==> config.mk <==
export PLATFORM = sky130hd
export DESIGN_NAME = hcw_ctrl
export DESIGN_NICKNAME = d
export VERILOG_FILES = /design/src/include/hcw_pkg.sv /design/src/design/hcw_clk_div.sv /design/src/design/hcw_ctrl.sv /design/src/design/hcw_wdg.sv
export VERILOG_INCLUDE_DIRS = /design/src /design/src/include
export SDC_FILE = /design/constraint.sdc
export NUM_CORES = 1
export LEC_CHECK = 0
export ABC_AREA = 1
export BUFFER_PORTS_ARGS = -buffer_cell sky130_fd_sc_hd__clkbuf_2
export CORE_MARGIN = 4
export CORE_UTILIZATION = 45
export DETAILED_ROUTE_END_ITERATION = 8
export PLACE_DENSITY = 0.71
export SLEW_MARGIN = 30
export SYNTH_ARGS = -nofsm -noshare
export SYNTH_HDL_FRONTEND = slang
export SYNTH_SLANG_ARGS = --single-unit
==> constraint.sdc <==
create_clock -name ref_clk_in -period 2.1 [get_ports ref_clk_in]
set_input_delay 0.105 -clock ref_clk_in [delete_from_list [all_inputs] [get_ports ref_clk_in]]
set_output_delay 0.105 -clock ref_clk_in [all_outputs]
set_load 0.05 [all_outputs]
==> src/include/hcw_regs.svh <==
`ifndef HCW_REGS_SVH
`define HCW_REGS_SVH

// register byte offsets on the apb bus
`define HCW_OFF_CTRL 8'h00
`define HCW_OFF_WDG 8'h04
`define HCW_OFF_STAT 8'h08

// control register fields
`define HCW_CTRL_SMS_BIT 0

// watchdog register fields and reset value
`define HCW_WDG_ACT_BIT 7
`define HCW_WDG_CNT_MSB 6
`define HCW_WDG_CNT_RST 7'h7f
`define HCW_WDG_CNT_LIMIT 7'h40

// status register fields
`define HCW_STAT_HALT_BIT 0
`define HCW_STAT_WAKE_BIT 1
`define HCW_STAT_OSC_BIT 2
`define HCW_STAT_OPT_BIT 3
`define HCW_STAT_FREQ_BIT 4

// halt opcode as decoded from the core
`define HCW_HALT_OPCODE 8'h8e

// divider half periods, counted in ref clock cycles; each clock toggles after that many ref cycles
`define HCW_CPU_DIV 4'h3
`define HCW_SMS_FACTOR 2
`define HCW_USB_DIV_24 4'h4
`define HCW_USB_DIV_12 4'h2

// cpu clocks the watchdog stays frozen after an interrupt wakeup
`define HCW_WAKE_CYCLES 4096
// cpu clocks per watchdog count step
`define HCW_WDG_PRESCALE 16

`endif
==> src/include/hcw_pkg.sv <==
package hcw_pkg;

    // apb byte address
    typedef logic [7:0] hcw_addr_t;

    // power mode of the core clock tree
    typedef enum {HCW_RUN, HCW_HALT, HCW_WAKE} hcw_mode_e;

endpackage

==> src/design/hcw_clk_div.sv <==
module hcw_clk_div #(
    parameter int HALF_W = 4
) (
    input wire logic clk_in,
    input wire logic rst_in,
    input wire logic run_in,
    input wire logic [HALF_W-1:0] half_in,
    output logic wave_out,
    output logic rise_out
);
    logic [HALF_W-1:0] cnt_q;
    logic wave_q;
    logic rise_q;

    generate
        if (HALF_W < 2)
        begin : g_chk
            $error("hcw_clk_div: HALF_W must be at least 2");
        end
    endgenerate

    // half-period counter; toggling every half gives an even duty cycle
    always_ff @(posedge clk_in or posedge rst_in)
    begin
        if (rst_in)
        begin
            cnt_q <= '0;
            wave_q <= 1'b0;
            rise_q <= 1'b0;
        end
        else if (!run_in)
        begin
            cnt_q <= '0; // stopped oscillator parks the clock low
            wave_q <= 1'b0;
            rise_q <= 1'b0;
        end
        else if (cnt_q >= half_in - HALF_W'(1))
        begin
            cnt_q <= '0;
            wave_q <= !wave_q;
            rise_q <= !wave_q;
        end
        else
        begin
            cnt_q <= cnt_q + HALF_W'(1);
            rise_q <= 1'b0;
        end
    end

    assign wave_out = wave_q;
    assign rise_out = rise_q;
endmodule

==> src/design/hcw_ctrl.sv <==
// Register access over APB and the register addresses were decided locally.
`include "hcw_regs.svh"

module hcw_ctrl #(
    parameter int WAKE_CPU_CYCLES = `HCW_WAKE_CYCLES,
    parameter int WDG_PRESCALE = `HCW_WDG_PRESCALE
) (
    input wire logic ref_clk_in,
    input wire logic rst_in,
    input wire logic psel_in,
    input wire logic penable_in,
    input wire logic pwrite_in,
    input wire hcw_pkg::hcw_addr_t paddr_in,
    input wire logic [31:0] pwdata_in,
    output logic pready_out,
    output logic [31:0] prdata_out,
    output logic pslverr_out,
    input wire logic opcode_valid_in,
    input wire logic [7:0] opcode_in,
    input wire logic halt_rst_opt_in,
    input wire logic osc_freq_select_in,
    input wire logic ext_irq_in,
    output logic cpu_clk_out,
    output logic periph_clk_out,
    output logic usb_clk_out,
    output logic osc_run_out,
    output logic clear_imask_out,
    output logic sys_reset_req_out,
    output logic irq_wake_out,
    output logic halted_out
);
    import hcw_pkg::*;

    localparam int WAKE_W = $clog2(WAKE_CPU_CYCLES + 1);

    generate
        if (WAKE_CPU_CYCLES < 1)
        begin : g_chk
            $error("hcw_ctrl: WAKE_CPU_CYCLES must be at least 1");
        end
    endgenerate

    hcw_mode_e mode_q;
    logic [2:0] sync1_q;
    logic [2:0] sync2_q;
    logic opt_s;
    logic freq_s;
    logic irq_s;
    logic sms_q;
    logic wdg_act_q;
    logic osc_run_q;
    logic halted_q;
    logic wake_first_q;
    logic [WAKE_W-1:0] wake_cnt_q;
    logic clear_imask_q;
    logic sys_reset_q;
    logic irq_wake_q;
    logic pready_q;
    logic [31:0] prdata_q;
    logic pslverr_q;
    logic [3:0] cpu_half;
    logic [3:0] usb_half;
    logic cpu_wave;
    logic cpu_rise;
    logic usb_wave;
    logic [6:0] wdg_cnt;
    logic wdg_expire;
    logic halt_exec;
    logic halt_rst;
    logic halt_go;
    logic acc;
    logic done;
    logic wr_ctrl;
    logic wr_wdg;
    logic [31:0] rd_mux;

    // true for the three mapped word offsets
    function automatic logic addr_hit(input hcw_addr_t a);
        addr_hit = (a == `HCW_OFF_CTRL) || (a == `HCW_OFF_WDG) || (a == `HCW_OFF_STAT);
    endfunction

    // two-flop synchronisers for the option strap, frequency strap and irq pin
    always_ff @(posedge ref_clk_in or posedge rst_in)
    begin
        if (rst_in)
        begin
            sync1_q <= 3'h0;
            sync2_q <= 3'h0;
        end
        else
        begin
            sync1_q <= {ext_irq_in, osc_freq_select_in, halt_rst_opt_in};
            sync2_q <= sync1_q;
        end
    end

    assign opt_s = sync2_q[0];
    assign freq_s = sync2_q[1];
    assign irq_s = sync2_q[2];

    // divider settings
    assign cpu_half = sms_q ? 4'(`HCW_CPU_DIV * `HCW_SMS_FACTOR) : `HCW_CPU_DIV;
    assign usb_half = freq_s ? `HCW_USB_DIV_24 : `HCW_USB_DIV_12;

    // cpu clock, gated by the oscillator run state
    hcw_clk_div #(
        .HALF_W(4)
    ) u_cpu_div (
        .clk_in(ref_clk_in),
        .rst_in(rst_in),
        .run_in(osc_run_q && !halt_go),
        .half_in(cpu_half),
        .wave_out(cpu_wave),
        .rise_out(cpu_rise)
    );

    // usb clock from the same oscillator
    hcw_clk_div #(
        .HALF_W(4)
    ) u_usb_div (
        .clk_in(ref_clk_in),
        .rst_in(rst_in),
        .run_in(osc_run_q && !halt_go),
        .half_in(usb_half),
        .wave_out(usb_wave),
        .rise_out()
    );

    // watchdog counter, frozen outside run mode
    hcw_wdg #(
        .PRESCALE(WDG_PRESCALE)
    ) u_wdg (
        .clk_in(ref_clk_in),
        .rst_in(rst_in),
        .tick_in(cpu_rise),
        .freeze_in(mode_q != HCW_RUN),
        .active_in(wdg_act_q),
        .load_in(wr_wdg),
        .load_val_in(pwdata_in[`HCW_WDG_CNT_MSB:0]),
        .count_out(wdg_cnt),
        .expire_out(wdg_expire)
    );

    // halt decode from the core's executed opcode
    assign halt_exec = opcode_valid_in && (opcode_in == `HCW_HALT_OPCODE)
        && (mode_q != HCW_HALT);
    assign halt_rst = halt_exec && opt_s && wdg_act_q;
    assign halt_go = halt_exec && !halt_rst;

    // power mode sequencing
    always_ff @(posedge ref_clk_in or posedge rst_in)
    begin
        if (rst_in)
        begin
            mode_q <= HCW_RUN;
            wake_cnt_q <= '0;
        end
        else
        begin
            case (mode_q)
                HCW_RUN:
                begin
                    if (halt_go)
                        mode_q <= HCW_HALT;
                end
                HCW_HALT:
                begin
                    if (irq_s)
                    begin
                        mode_q <= HCW_WAKE;
                        wake_cnt_q <= '0;
                    end
                end
                HCW_WAKE:
                begin
                    if (halt_go)
                        mode_q <= HCW_HALT;
                    else if (cpu_rise)
                    begin
                        wake_cnt_q <= wake_cnt_q + WAKE_W'(1);
                        if (wake_cnt_q == WAKE_W'(WAKE_CPU_CYCLES - 1))
                            mode_q <= HCW_RUN;
                    end
                end
                default:
                    mode_q <= HCW_RUN;
            endcase
        end
    end

    // oscillator run state and halt flag: stopped by halt, restarted by the wake interrupt
    always_ff @(posedge ref_clk_in or posedge rst_in)
    begin
        if (rst_in)
        begin
            osc_run_q <= 1'b1;
            halted_q <= 1'b0;
        end
        else if (halt_go)
        begin
            osc_run_q <= 1'b0;
            halted_q <= 1'b1;
        end
        else if (mode_q == HCW_HALT && irq_s)
        begin
            osc_run_q <= 1'b1;
            halted_q <= 1'b0;
        end
    end

    // interrupt released to the core only after the first cpu clock edge
    always_ff @(posedge ref_clk_in or posedge rst_in)
    begin
        if (rst_in)
        begin
            wake_first_q <= 1'b0;
            irq_wake_q <= 1'b0;
        end
        else
        begin
            irq_wake_q <= wake_first_q && cpu_rise;
            if (mode_q == HCW_HALT && irq_s)
                wake_first_q <= 1'b1;
            else if (cpu_rise || halt_go)
                wake_first_q <= 1'b0;
        end
    end

    // one-cycle pulses to the core and the reset controller
    always_ff @(posedge ref_clk_in or posedge rst_in)
    begin
        if (rst_in)
        begin
            clear_imask_q <= 1'b0;
            sys_reset_q <= 1'b0;
        end
        else
        begin
            clear_imask_q <= halt_go;
            sys_reset_q <= halt_rst || (wdg_expire && mode_q == HCW_RUN && !halt_go);
        end
    end

    // apb access phase; pready comes one cycle after the access starts
    assign acc = psel_in && penable_in;
    assign done = acc && pready_q;
    assign wr_ctrl = done && pwrite_in && (paddr_in == `HCW_OFF_CTRL);
    assign wr_wdg = done && pwrite_in && (paddr_in == `HCW_OFF_WDG);

    // read data selection
    always_comb
    begin
        rd_mux = 32'h0;
        case (paddr_in)
            `HCW_OFF_CTRL:
                rd_mux[`HCW_CTRL_SMS_BIT] = sms_q;
            `HCW_OFF_WDG:
            begin
                rd_mux[`HCW_WDG_ACT_BIT] = wdg_act_q;
                rd_mux[`HCW_WDG_CNT_MSB:0] = wdg_cnt;
            end
            `HCW_OFF_STAT:
            begin
                rd_mux[`HCW_STAT_HALT_BIT] = (mode_q == HCW_HALT);
                rd_mux[`HCW_STAT_WAKE_BIT] = (mode_q == HCW_WAKE);
                rd_mux[`HCW_STAT_OSC_BIT] = osc_run_q;
                rd_mux[`HCW_STAT_OPT_BIT] = opt_s;
                rd_mux[`HCW_STAT_FREQ_BIT] = freq_s;
            end
            default:
                rd_mux = 32'h0;
        endcase
    end

    // apb answer registers
    always_ff @(posedge ref_clk_in or posedge rst_in)
    begin
        if (rst_in)
        begin
            pready_q <= 1'b0;
            prdata_q <= 32'h0;
            pslverr_q <= 1'b0;
        end
        else
        begin
            pready_q <= acc && !pready_q;
            pslverr_q <= acc && !pready_q && !addr_hit(paddr_in);
            prdata_q <= (acc && !pready_q && !pwrite_in) ? rd_mux : 32'h0;
        end
    end

    // slow mode select
    always_ff @(posedge ref_clk_in or posedge rst_in)
    begin
        if (rst_in)
            sms_q <= 1'b0;
        else if (wr_ctrl)
            sms_q <= pwdata_in[`HCW_CTRL_SMS_BIT];
    end

    // watchdog active bit: software can only set it, reset clears it
    always_ff @(posedge ref_clk_in or posedge rst_in)
    begin
        if (rst_in)
            wdg_act_q <= 1'b0;
        else if (wr_wdg && pwdata_in[`HCW_WDG_ACT_BIT])
            wdg_act_q <= 1'b1;
    end

    assign cpu_clk_out = cpu_wave;
    assign periph_clk_out = cpu_wave;
    assign usb_clk_out = usb_wave;
    assign osc_run_out = osc_run_q;
    assign clear_imask_out = clear_imask_q;
    assign sys_reset_req_out = sys_reset_q;
    assign irq_wake_out = irq_wake_q;
    assign halted_out = halted_q;
    assign pready_out = pready_q;
    assign prdata_out = prdata_q;
    assign pslverr_out = pslverr_q;
endmodule

==> src/design/hcw_wdg.sv <==
`include "hcw_regs.svh"
module hcw_wdg #(
    parameter int PRESCALE = `HCW_WDG_PRESCALE
) (
    input wire logic clk_in,
    input wire logic rst_in,
    input wire logic tick_in,
    input wire logic freeze_in,
    input wire logic active_in,
    input wire logic load_in,
    input wire logic [6:0] load_val_in,
    output logic [6:0] count_out,
    output logic expire_out
);
    localparam int PW = $clog2(PRESCALE + 1);

    logic [PW-1:0] pre_q;
    logic [6:0] count_q;
    logic expire_q;
    logic step;

    generate
        if (PRESCALE < 1)
        begin : g_chk
            $error("hcw_wdg: PRESCALE must be at least 1");
        end
    endgenerate

    // one count step per prescale cpu clocks, none while frozen
    assign step = active_in && !freeze_in && tick_in && (pre_q == PW'(PRESCALE - 1));

    // prescaler runs on cpu clocks only while counting is allowed
    always_ff @(posedge clk_in or posedge rst_in)
    begin
        if (rst_in)
            pre_q <= '0;
        else if (load_in || step)
            pre_q <= '0;
        else if (active_in && !freeze_in && tick_in)
            pre_q <= pre_q + PW'(1);
    end

    // down counter; a reset is asked when the top bit would fall
    always_ff @(posedge clk_in or posedge rst_in)
    begin
        if (rst_in)
        begin
            count_q <= `HCW_WDG_CNT_RST;
            expire_q <= 1'b0;
        end
        else
        begin
            expire_q <= step && (count_q == `HCW_WDG_CNT_LIMIT);
            if (load_in)
                count_q <= load_val_in;
            else if (step)
                count_q <= count_q - 7'h01;
        end
    end

    assign count_out = count_q;
    assign expire_out = expire_q;
endmodule

## Word level (Yosys, flattened, before mapping)

Index checks and enable logic that the tools add are counted.

| storage, ports and cells | value |
|---|---|
| output and inout port bits | 42 |
| input bits | 57 |
| logic and storage cells | 134 |
| register bits | 93 |

| operators by class | value |
|---|---|
| multiplexer cells | 36 |
| equality and inequality tests | 19 |
| order comparisons | 2 |
| reductions and logical operators | 47 |
| $add $sub $neg | 7 |

Operator list:

| kind | number |
|---|---|
| $mux 32 | 5 |
| $pmux 32 s3 | 1 |
| $eq 32x2->1 const B | 2 |
| $logic_not 32->1 | 2 |
| $mux 13 | 3 |
| $eq 32x1->1 const B | 1 |
| $eq 32x3->1 const B | 1 |
| $ne 32x2->1 const B | 1 |
| $reduce_bool 32->1 | 1 |
| $pmux 13 s2 | 1 |
| $logic_and 1x1->1 | 23 |
| $mux 4 | 4 |
| $mux 7 | 2 |
| $add 13x1->13 const B | 1 |
| $eq 13x12->1 const B | 1 |
| $mux 1 | 12 |
| $mux 5 | 2 |
| $reduce_bool 2->1 | 5 |
| $mux 3 | 3 |
| $add 4x1->4 const B | 2 |
| $eq 8x3->1 const B | 1 |
| $eq 8x4->1 const B | 1 |
| $eq 8x8->1 const B | 1 |
| $ge 4x4->1 | 2 |
| other kinds (16) | 33 |

## Longest topological paths before layout

Gate-level depths: netlist of the first run.

| logic depth | value |
|---|---|
| depth in word-level cells | 10 |
| depth in mapped cells | 11 |
| gate-level depth less buffers | 11 |

## By module

From an unflattened synthesis of the first run, not the netlist that was laid out.

| unflattened totals | value |
|---|---|
| cells, all modules | 453 |
| area total of the unflattened synthesis | 3708.6 um2 |

Modules (own cells, without submodules):

| module | times used | area each (um2) | cells each | seq. area each (um2) |
|---|---|---|---|---|
| hcw_ctrl | 1 | 2117.0 | 263 | 977.2 |
| hcw_wdg | 1 | 808.3 | 102 | 334.1 |
| hcw_clk_div | 2 | 391.6 | 44 | 150.1 |

## Least setup slack after synthesis of the first run

No wires, ideal clock.

| timing path | value |
|---|---|
| path type | register to register |
| start | register pready_q (netlist: pready_out) |
| end | register u_wdg.pre_q[2] |
| setup time | 0.117 ns |
| required time | 1.983 ns |
| path slack | 0.503 ns |
| period minus slack after synthesis | 1.597 ns |
| cell stages (with the launch flop) | 8 |
| data arrival time | 1.480 ns |
| path buffers | 0 |
| cell sequence | dfrtp_1 -> nand2_1 -> nor2_1 -> nand2_2 -> nand2_2 -> nor2_1 -> nand2_1 -> nand2_1 |

| between the ends | value |
|---|---|
| cells in the longest elaborated chain, start to end | 5 |
| elaborated cells on any way between the ends | 6 |
| classes of those cells | mux (1); reduce/logical (5) |

RTL lines:

| what | RTL line | source |
|---|---|---|
| start: declaration | hcw_ctrl.sv:58 | `logic pready_q;` |
| start signal: assignment | hcw_ctrl.sv:286 | `pready_q <= acc && !pready_q;` |
| $logic_and 1x1->1 * | hcw_ctrl.sv:246 | `assign done = acc && pready_q;` |
| $logic_and 1x1->1 * (2 in series) | hcw_ctrl.sv:248 | `` assign wr_wdg = done && pwrite_in && (paddr_in == `HCW_OFF_WDG); `` |
| $logic_or 1x1->1 * | hcw_wdg.sv:37 | `else if (load_in \|\| step)` |
| $mux 5 / $reduce_bool 2->1 (equally long branches) | n/a |  |
| end signal: assignment | hcw_wdg.sv:40 | `pre_q <= pre_q + PW'(1);` |
| end: declaration | hcw_wdg.sv:17 | `logic [PW-1:0] pre_q;` |

Every way passes the cells marked *; elsewhere a longest branch is shown, timed or not.
A chain may end at the register's enable or synchronous reset.

## Final worst setup path of the first run

| timing path | value |
|---|---|
| start | input penable_in |
| end | register prdata_q[5] (netlist: prdata_out[5]) |

| between the ends | value |
|---|---|
| cells in the longest elaborated chain, start to end | 4 |

RTL lines:

| what | RTL line | source |
|---|---|---|
| start: declaration | hcw_ctrl.sv:11 | `input wire logic penable_in,` |
| $logic_and 1x1->1 | hcw_ctrl.sv:245 | `assign acc = psel_in && penable_in;` |
| $logic_and 1x1->1 (2 in series) | hcw_ctrl.sv:288 | `prdata_q <= (acc && !pready_q && !pwrite_in) ? rd_mux : 32'h0;` |
| $mux 8 | hcw_ctrl.sv:288 |  |
| end signal: assignment | hcw_ctrl.sv:288 |  |
| end: declaration | hcw_ctrl.sv:59 | `logic [31:0] prdata_q;` |

Every way passes these cells.

==> parameters.txt, run 1 <==
Parameter                              Value

Critical path
  Beginning of the worst register-to-register path ... u_wdg.pre_q[0]
  Endpoint kind of the worst setup timing path ... register
  Worst EP required ... 2.34 ns
  Critical path start-end classification ... in2reg
  Launch point of the critical path ... penable_in
  Startpoint type of the worst setup path ... input pin
  Largest fanout of any net on the critical path ... 8
  CP Data Arrival Time ... between 1.5 and 2 ns

Floorplanning
  Area of the placeable core ... 7250 µm²
  Die area ... 8950 µm²
  # rows ... 31
  Starting utilization of the core area ... about 47%
  Top-level port count ... 99
  Die Span X ... between 90 and 100 µm
  Height of the chip ... between 90 and 100 µm

Finish
  Layout cell share with drive strength beyond 1 ... 21.1%
  Final antenna diode count ... 0
  Layout overhead on the synthesized area ... 16.7%
  Final net count ... 537
  Post-layout util ... 54.3%
  Fin area ... 3940 µm²
  Count of non-filler cells in the finished layout ... 574

Synth
  Async set-reset flop share out of synthesis ... 100%
  Part of the Yosys area used for sequential elements ... 47.0%
  Share of the synthesized area in the top cell type ... 40.8%
  Post-Synthesis Cell Area ... 3370 µm²
  Cell taking the most area after synthesis ... sky130_fd_sc_hd__dfrtp_1
  Most common flop cell mapped by yosys ... sky130_fd_sc_hd__dfrtp_1
  Number of standard cells after synthesis ... 401
  Flip-flop and latch count after synthesis ... 63
  Count of unique library cells instantiated by Yosys ... 35
  Top area cells in the synthesized netlist ... sky130_fd_sc_hd__dfrtp_1 41%, sky130_fd_sc_hd__nand2_1 11%, sky130_fd_sc_hd__dfstp_2 6.2%, sky130_fd_sc_hd__buf_4 5.8%, sky130_fd_sc_hd__nand3_1 4.7%
  Post-Syn Area per Cell ... around 8.4 µm²
  Warning count from the yosys run ... 0
  Number of synthesized flops with an enable pin ... 0

Placement
  Cell count after placement ... 549
  Count of buffers from port buffering ... 50
  Total cell area at the placement stage ... between 3000 and 4000 µm²
  Post-DP HPWL ... 4880 µm
  Global placement routability congestion ... 0.752
  Worst setup slack before clock tree synthesis ... between 0.3 and 0.4 ns

Timing
  Smallest setup slack after layout ... 0.346 ns
  Hold violation count in the final report ... 0
  Unrepaired setup endpoints after global routing ... no
  Tcrit/Tclk final ... between 80% and 90%
  Upper clock frequency limit ... 570 MHz
  Sum Neg Setup Slack ... 0 ns
  Worst-Margin Slew ... 0.737 ns
  Crit path time final ... 1.75 ns
  Pins over their slew limit ... 0
  Setup-failing EPs final ... 0
  Worst-case clock skew ... 0.00799 ns
  Max-slew headroom ... 50.5%

Min path
  Launch point of the worst hold path ... pwdata_in[3]
  Path category of the worst min-delay check ... in2reg

Power and ir drop
  Power share of the clock group ... around 31%
  Switch Pwr ... 1.14 mW
  Comb pwr share ... roughly a quarter
  Sequential power share ... 44.5%
  Power per cell area ... ~840 nW/µm²
  Switching share of power ... 34.7%
  Lkg Pwr ... 2.02 nW
  P_int ... 2.15 mW
  Max rail drop VDD ... 0.374 mV

Drt
  DRT antenna net count ... 0
  Remaining routing DRC violations ... 0
  Detailed-router iteration count before antenna repair ... 4
  Iteration-0 DRC count of the detailed router ... around 100
  Average wire per standard cell ... 11.5 µm
  Post-Route WL ... 6580 µm
  Mean number of vias per cell ... 4.66
  Detailed-route via count ... approximately 2700

Global route
  Wire length of the first global-routing pass ... ~11000 µm
  All-layer global routing usage ... 16.3%
  Number of antenna violations at the first check in global routing ... 0
  GRT Residual Overflow ... 0
  Vias in the first global route ... roughly 2500
  Largest net degree at the start of global routing ... 64

Run
  Reported max-cap violation count ... 0

Clocking
  TritonCTS Sinks ... 63
  H-tree level count ... 3
  TritonCTS clock tree ... built
  Max Buffers Root-to-Sink ... 2
  Resized Gates After CTS ... 0
  Clock-pin slew of the registers on the worst-case setup and hold paths ... 0.07 ns
  Clock buffer count from CTS ... 9
  Latest clock arrival within the worst-skew pair ... about 0.33 ns
  CTS root buf ... sky130_fd_sc_hd__clkbuf_8

Run status
  Outcome ... completed
[power groups by stage]
stage	Sequential, mW	Clock, mW	Combinational, mW
detailed placement	1.49	0	0.817
global route	1.49	1.09	0.927
finish	1.46	1.01	0.822
global placement	1.48	0	0.794
CTS	1.47	1.04	0.833
floorplan	1.54	0	0.637
[cell families (layout without fill, tap and decap cells)]
logic type | after synthesis | count (layout) | synth area share [%]
buf+inv | 72 | 122 | 11.1
compound gates | 31 | 31 | 5.49
other cells | 1 | 25 | 0.111
simple gates | 209 | 209 | 28.7
flops | 63 | 63 | 47.0
fa+ha+maj | 10 | 10 | 3.71
xor+xnor | 15 | 15 | 3.89
[cell type report]
| cell class | count | area (µm²) |
|---|---|---|
| fill | 680 | 3310 |
| sequential | 63 | 1590 |
| multi-input combinational | 290 | 1500 |
| timing repair buffer | 61 | 368 |
| inverter | 45 | 169 |
| clock buffer | 10 | 128 |
| tap | 99 | 124 |
| clock inverter | 6 | 61.3 |
[worst max-delay path, stage by stage]
cell,delay (ns)
sky130_fd_sc_hd__dlygate4sd3_1,0.54
sky130_fd_sc_hd__clkbuf_2,0.10
sky130_fd_sc_hd__nand2_1,0.05
sky130_fd_sc_hd__dlygate4sd3_1,0.55
sky130_fd_sc_hd__nor2_1,0.15
sky130_fd_sc_hd__nand2_1,0.22
sky130_fd_sc_hd__nor3b_1,0.27
[final timing paths]
check | slack (ns) | depth (start not counted) | end
min reg2reg | 0.35 | 0 | sync2_q[2]
min in group asynchronous | 0.38 | 4 | wake_cnt_q[7]
max in group asynchronous | 1.42 | 4 | u_wdg.count_out[1]
min | 0.01 | 3 | u_wdg.count_out[3]
max reg2reg | 0.39 | 11 | u_wdg.pre_q[2]
max | 0.35 | 7 | prdata_out[5]
[through the flow]
stage | hold slack (ns) | power [mW]
2_1_floorplan | 0.136 | 2.18
3_3_place_gp | 0.180 | 2.28
3_5_place_dp | 0.181 | 2.30
4_1_cts | 0.00244 | 3.34
5_1_grt | 0.00224 | 3.51
6_report | 0.0118 | 3.29
[state kept, by name, indices dropped and copies added (netlist names), 2 cells and up]
| name | cells |
|---|---|
| u_wdg.count_out | 7 |
| u_usb_div.cnt_q | 4 |
| wake_cnt_q | 13 |
| u_wdg.pre_q | 5 |
| u_cpu_div.cnt_q | 4 |
| sync1_q | 3 |
| prdata_out | 8 |
| mode_q | 2 |
| sync2_q | 3 |
[layout by cell type (no fill, tap or decap), types with 2 or more instances in the layout]
cell                            netlist  layout
sky130_fd_sc_hd__a21oi_1              6       6
sky130_fd_sc_hd__clkbuf_2             0      50
sky130_fd_sc_hd__clkbuf_8             0       9
sky130_fd_sc_hd__clkinv_2             0       3
sky130_fd_sc_hd__conb_1               1      25
sky130_fd_sc_hd__dfrtp_1             55      55
sky130_fd_sc_hd__dfstp_2              8       8
sky130_fd_sc_hd__dlygate4sd3_1        0       9
sky130_fd_sc_hd__ha_1                10      10
sky130_fd_sc_hd__inv_1               40      39
sky130_fd_sc_hd__inv_2                5       6
sky130_fd_sc_hd__nand2_1             99      99
sky130_fd_sc_hd__nand2_2              2       2
sky130_fd_sc_hd__nand2_4              2       2
sky130_fd_sc_hd__nand3_1             32      32
sky130_fd_sc_hd__nand3_2              2       2
sky130_fd_sc_hd__nand3b_1             2       2
sky130_fd_sc_hd__nand4_1             11      11
sky130_fd_sc_hd__nor2_1              41      41
sky130_fd_sc_hd__nor2_2               2       2
sky130_fd_sc_hd__nor2_4               3       3
sky130_fd_sc_hd__nor3_1               6       6
sky130_fd_sc_hd__o21ai_0             10      10
sky130_fd_sc_hd__o21ai_1              8       8
sky130_fd_sc_hd__o21ai_2              3       3
sky130_fd_sc_hd__or2_2                2       2
sky130_fd_sc_hd__xnor2_1              5       5
sky130_fd_sc_hd__xor2_1              10      10
[per-layer routing]
layer	routed length (µm)	vias to the layer above	GRT usage [%]
met1	2940	1242	20.6
met3	284	7	4.22
met5	0	-	0
li1	-	1369	-
met2	3300	59	27.1
met4	57	0	5.53
[synth_stat cells (5+ instances only)]
| master | instances |
|---|---|
| sky130_fd_sc_hd__nand2_1 | 99 |
| sky130_fd_sc_hd__dfrtp_1 | 55 |
| sky130_fd_sc_hd__nor2_1 | 41 |
| sky130_fd_sc_hd__inv_1 | 40 |
| sky130_fd_sc_hd__nand3_1 | 32 |
| sky130_fd_sc_hd__buf_4 | 26 |
| sky130_fd_sc_hd__nand4_1 | 11 |
| sky130_fd_sc_hd__ha_1 | 10 |
| sky130_fd_sc_hd__o21ai_0 | 10 |
| sky130_fd_sc_hd__xor2_1 | 10 |
| sky130_fd_sc_hd__dfstp_2 | 8 |
| sky130_fd_sc_hd__o21ai_1 | 8 |
| sky130_fd_sc_hd__a21oi_1 | 6 |
| sky130_fd_sc_hd__nor3_1 | 6 |
| sky130_fd_sc_hd__inv_2 | 5 |
| sky130_fd_sc_hd__xnor2_1 | 5 |
[repair_timing]
| action | 4_1_cts | 5_1_grt |
|---|---|---|
| hold buffers | 9 | 0 |
| endpoints found under the hold margin | 62 | 0 |
| setup buffers | 0 | 0 |
Power figures use the tool's default switching activity.
==> inputs of run 2 (changes only) <==
PLACE_DENSITY = 0.74   (was 0.71)
clock period = 1.4 ns   (was 2.1 ns; I/O delays follow)
==> run 2 against run 1 <==
Against the previous run:
- the flow now finishes with violations (negative setup slack)
- register-to-register slack worse by 0.55 ns
- utilization up 8.4 points
- clock skew up 0.0055 ns
- power up 73%
- worst hold slack better by 0.019 ns
- cell count up 7.3%
- sequential power up 51%
- sequential share of layout area down 5.4 points
- first-iteration DRC count up 9.7%
==> parameters.txt, run 2 (synthesized netlist as in run 1, its figures left out) <==
Parameter                              Value

Run status
  Outcome ... complete, but fails checks
  Failing checks ... negative setup slack

Finish
  Flip-flop count of the largest register after layout ... 13 (unchanged)
  Register area ... 1590 µm² (about the same)
  Layout cell share with drive strength beyond 1 ... 34.8% (+14 points)
  Top library cells by usage in the layout, fill and taps aside ... 84 x sky130_fd_sc_hd__nand2_1, 54 x sky130_fd_sc_hd__dfrtp_1, 50 x sky130_fd_sc_hd__clkbuf_2
  Final net count ... 579 (+7.8%)
  Post-layout util ... 62.7% (+8.4 points)
  Layout overhead on the synthesized area ... 34.7%
  Commonest non-fill, non-tap cell in the layout ... sky130_fd_sc_hd__nand2_1
  Area taken by multi-input logic gates ... 1730 µm² (+15%)
  Final antenna diode count ... 0 (unchanged)
  Fill cells ... 599 (-12%)
  Count of non-filler cells in the finished layout ... 616 (+7.3%)
  Largest Register ... wake_cnt_q

Drt
  Iteration-0 DRC count of the detailed router ... 113 (+9.7%)
  Post-Route WL ... 7790 µm (+18%)
  Mean number of vias per cell ... 4.79 (+2.6%)
  Detailed-route via count ... 2949 (+10%)
  Detailed-router iteration count before antenna repair ... 4 (unchanged)
  DRT antenna net count ... 0 (unchanged)
  Remaining routing DRC violations ... 0 (unchanged)
  Average wire per standard cell ... 12.6 µm (+10%)

Timing
  Crit path time final ... 1.56 ns
  Upper clock frequency limit ... 641 MHz
  Setup-failing EPs final ... 24 (+24)
  Unrepaired setup endpoints after global routing ... yes
  Smallest setup slack after layout ... -0.160 ns (-0.505 ns)
  Pins over their slew limit ... 0 (unchanged)
  Worst-Margin Slew ... 0.574 ns (-0.163 ns)
  Max-slew headroom ... 61.6% (+11 points)
  Hold violation count in the final report ... 0 (unchanged)
  Worst-case clock skew ... 0.0135 ns (+0.00548 ns)
  Tcrit/Tclk final ... 111%

Clocking
  Clock-pin slew of the registers on the worst-case setup and hold paths ... 0.07 ns (about the same)
  TritonCTS clock tree ... built
  H-tree level count ... 3 (unchanged)
  Max Buffers Root-to-Sink ... 2 (unchanged)
  Latest clock arrival within the worst-skew pair ... 0.35 ns (+0.02 ns)
  TritonCTS Sinks ... 63 (unchanged)
  Clock buffer count from CTS ... 9 (unchanged)
  CTS root buf ... sky130_fd_sc_hd__clkbuf_8

Power and ir drop
  Max rail drop VDD ... 0.478 mV (+28%)
  P_int ... 3.74 mW (+74%)
  Power share of the clock group ... 31.9% (+1.3 points)
  Comb pwr share ... 29.4% (+4.4 points)
  Switch Pwr ... 1.97 mW (+72%)
  Power per cell area ... 1260 nW/µm² (+50%)
  Sequential power share ... 38.7% (-5.8 points)
  Switching share of power ... 34.4% (-0.24 points)
  Lkg Pwr ... 2.29 nW (+14%)

Critical path
  Largest fanout of any net on the critical path ... 8 (unchanged)
  Worst EP required ... 1.68 ns (-0.66 ns)
  Startpoint type of the worst setup path ... register
  Endpoint kind of the worst setup timing path ... register
  Critical path start-end classification ... reg2reg
  Launch point of the critical path ... u_wdg.pre_q[1]
  CP Data Arrival Time ... 1.84 ns (-0.15 ns)
  Beginning of the worst register-to-register path ... u_wdg.pre_q[1]

Placement
  Count of buffers from port buffering ... 50 (unchanged)
  Global placement routability congestion ... 0.825 (+9.7%)
  Cell count after placement ... 568 (+3.5%)
  Post-DP HPWL ... 5230 µm (+7.1%)

Global route
  Vias in the first global route ... 2841 (+12%)
  All-layer global routing usage ... 17.8% (+1.5 points)
  Wire length of the first global-routing pass ... 12500 µm (+10%)
  Largest net degree at the start of global routing ... 49 (-23%)
  Number of antenna violations at the first check in global routing ... 0 (unchanged)
  GRT Residual Overflow ... 0 (unchanged)

Floorplanning
  # rows ... 31 (unchanged)
  Top-level port count ... 99 (unchanged)
  Area of the placeable core ... 7250 µm² (unchanged)
  Starting utilization of the core area ... 46.5% (unchanged)
  Height of the chip ... 94.6 µm (unchanged)
  Die area ... 8950 µm² (unchanged)
  Die Span X ... 94.6 µm (unchanged)

Min path
  Path category of the worst min-delay check ... in2reg
  Launch point of the worst hold path ... pwdata_in[4]

Run
  Reported max-cap violation count ... 0 (unchanged)
run 2: metrics by stage:
step / hold WS (ns) / setup slack, ns / setup TNS (ns) / cell area, µm² / total power [mW]
floorplan: 0.101 / -0.0408 / -0.128 / 3480 / 3.27
CTS: 0.00419 / -0.143 / -1.18 / 4300 / 5.44
detailed placement: 0.0745 / -0.188 / -1.47 / 3820 / 3.54
global route: 0.0523 / -0.268 / -4.33 / 4550 / 6.01
finish: 0.0311 / -0.160 / -1.45 / 4550 / 5.71
global placement: 0.0679 / -0.0642 / -0.303 / 3820 / 3.49
run 2: power by group through the flow:
| stage | Sequential [mW] | Combinational (mW) | Clock, mW |
|---|---|---|---|
| after floorplan | 2.31 | 0.957 | 0 |
| after CTS | 2.19 | 1.40 | 1.84 |
| after global routing | 2.23 | 1.84 | 1.93 |
| final | 2.21 | 1.68 | 1.82 |
| after detailed placement | 2.22 | 1.32 | 0 |
| after global placement | 2.21 | 1.27 | 0 |
run 2: worst max-delay path: stages, from the launching register on:
cell                      delay (ns)
sky130_fd_sc_hd__dfrtp_1        0.35
sky130_fd_sc_hd__ha_2           0.19
sky130_fd_sc_hd__nand2_2        0.06
sky130_fd_sc_hd__nor2_2         0.09
sky130_fd_sc_hd__ha_2           0.18
sky130_fd_sc_hd__inv_2          0.05
sky130_fd_sc_hd__nor2_4         0.15
sky130_fd_sc_hd__inv_4          0.10
sky130_fd_sc_hd__o21ai_1        0.15
sky130_fd_sc_hd__o21ai_0        0.11
sky130_fd_sc_hd__nand2_1        0.07
run 2: routing by layer:
metal	routed length [µm]	vias up	global-route usage (%)
li1	-	1464	-
met1	3180	1393	21.6
met2	4100	75	30.2
met3	342	17	4.22
met4	161	0	7.81
met5	0	-	0
run 2: worst paths after layout:
path / endpoint / slack (ns) / cells after the start
worst max-delay path: u_wdg.count_out[1] / -0.16 / 10
worst min-delay path: u_wdg.count_out[4] / 0.03 / 5
worst max register to register: u_wdg.count_out[1] / -0.16 / 10
worst min register to register: sync2_q[2] / 0.35 / 0
max in group asynchronous: osc_run_out / 0.53 / 4
min in group asynchronous: clear_imask_out / 0.25 / 3
run 2: repair_timing:
action	CTS	global route
pin swaps	9	19
hold buffers	11	0
endpoints found under the hold margin	25	0
cloned	3	0
setup buffers	11	9
endpoints found under the setup margin	37	42
resized for setup	9	51
run 2: area by class of cell:
type                            instances  share of cell area (%)
Clock buffer                           11                    3.33
Tap cell                               99                    2.72
Clock inverter                          5                    1.76
Timing Repair Buffer                  100                    15.3
Inverter                               45                    3.85
Sequential cell                        63                    34.9
Multi-Input combinational cell        293                    38.1
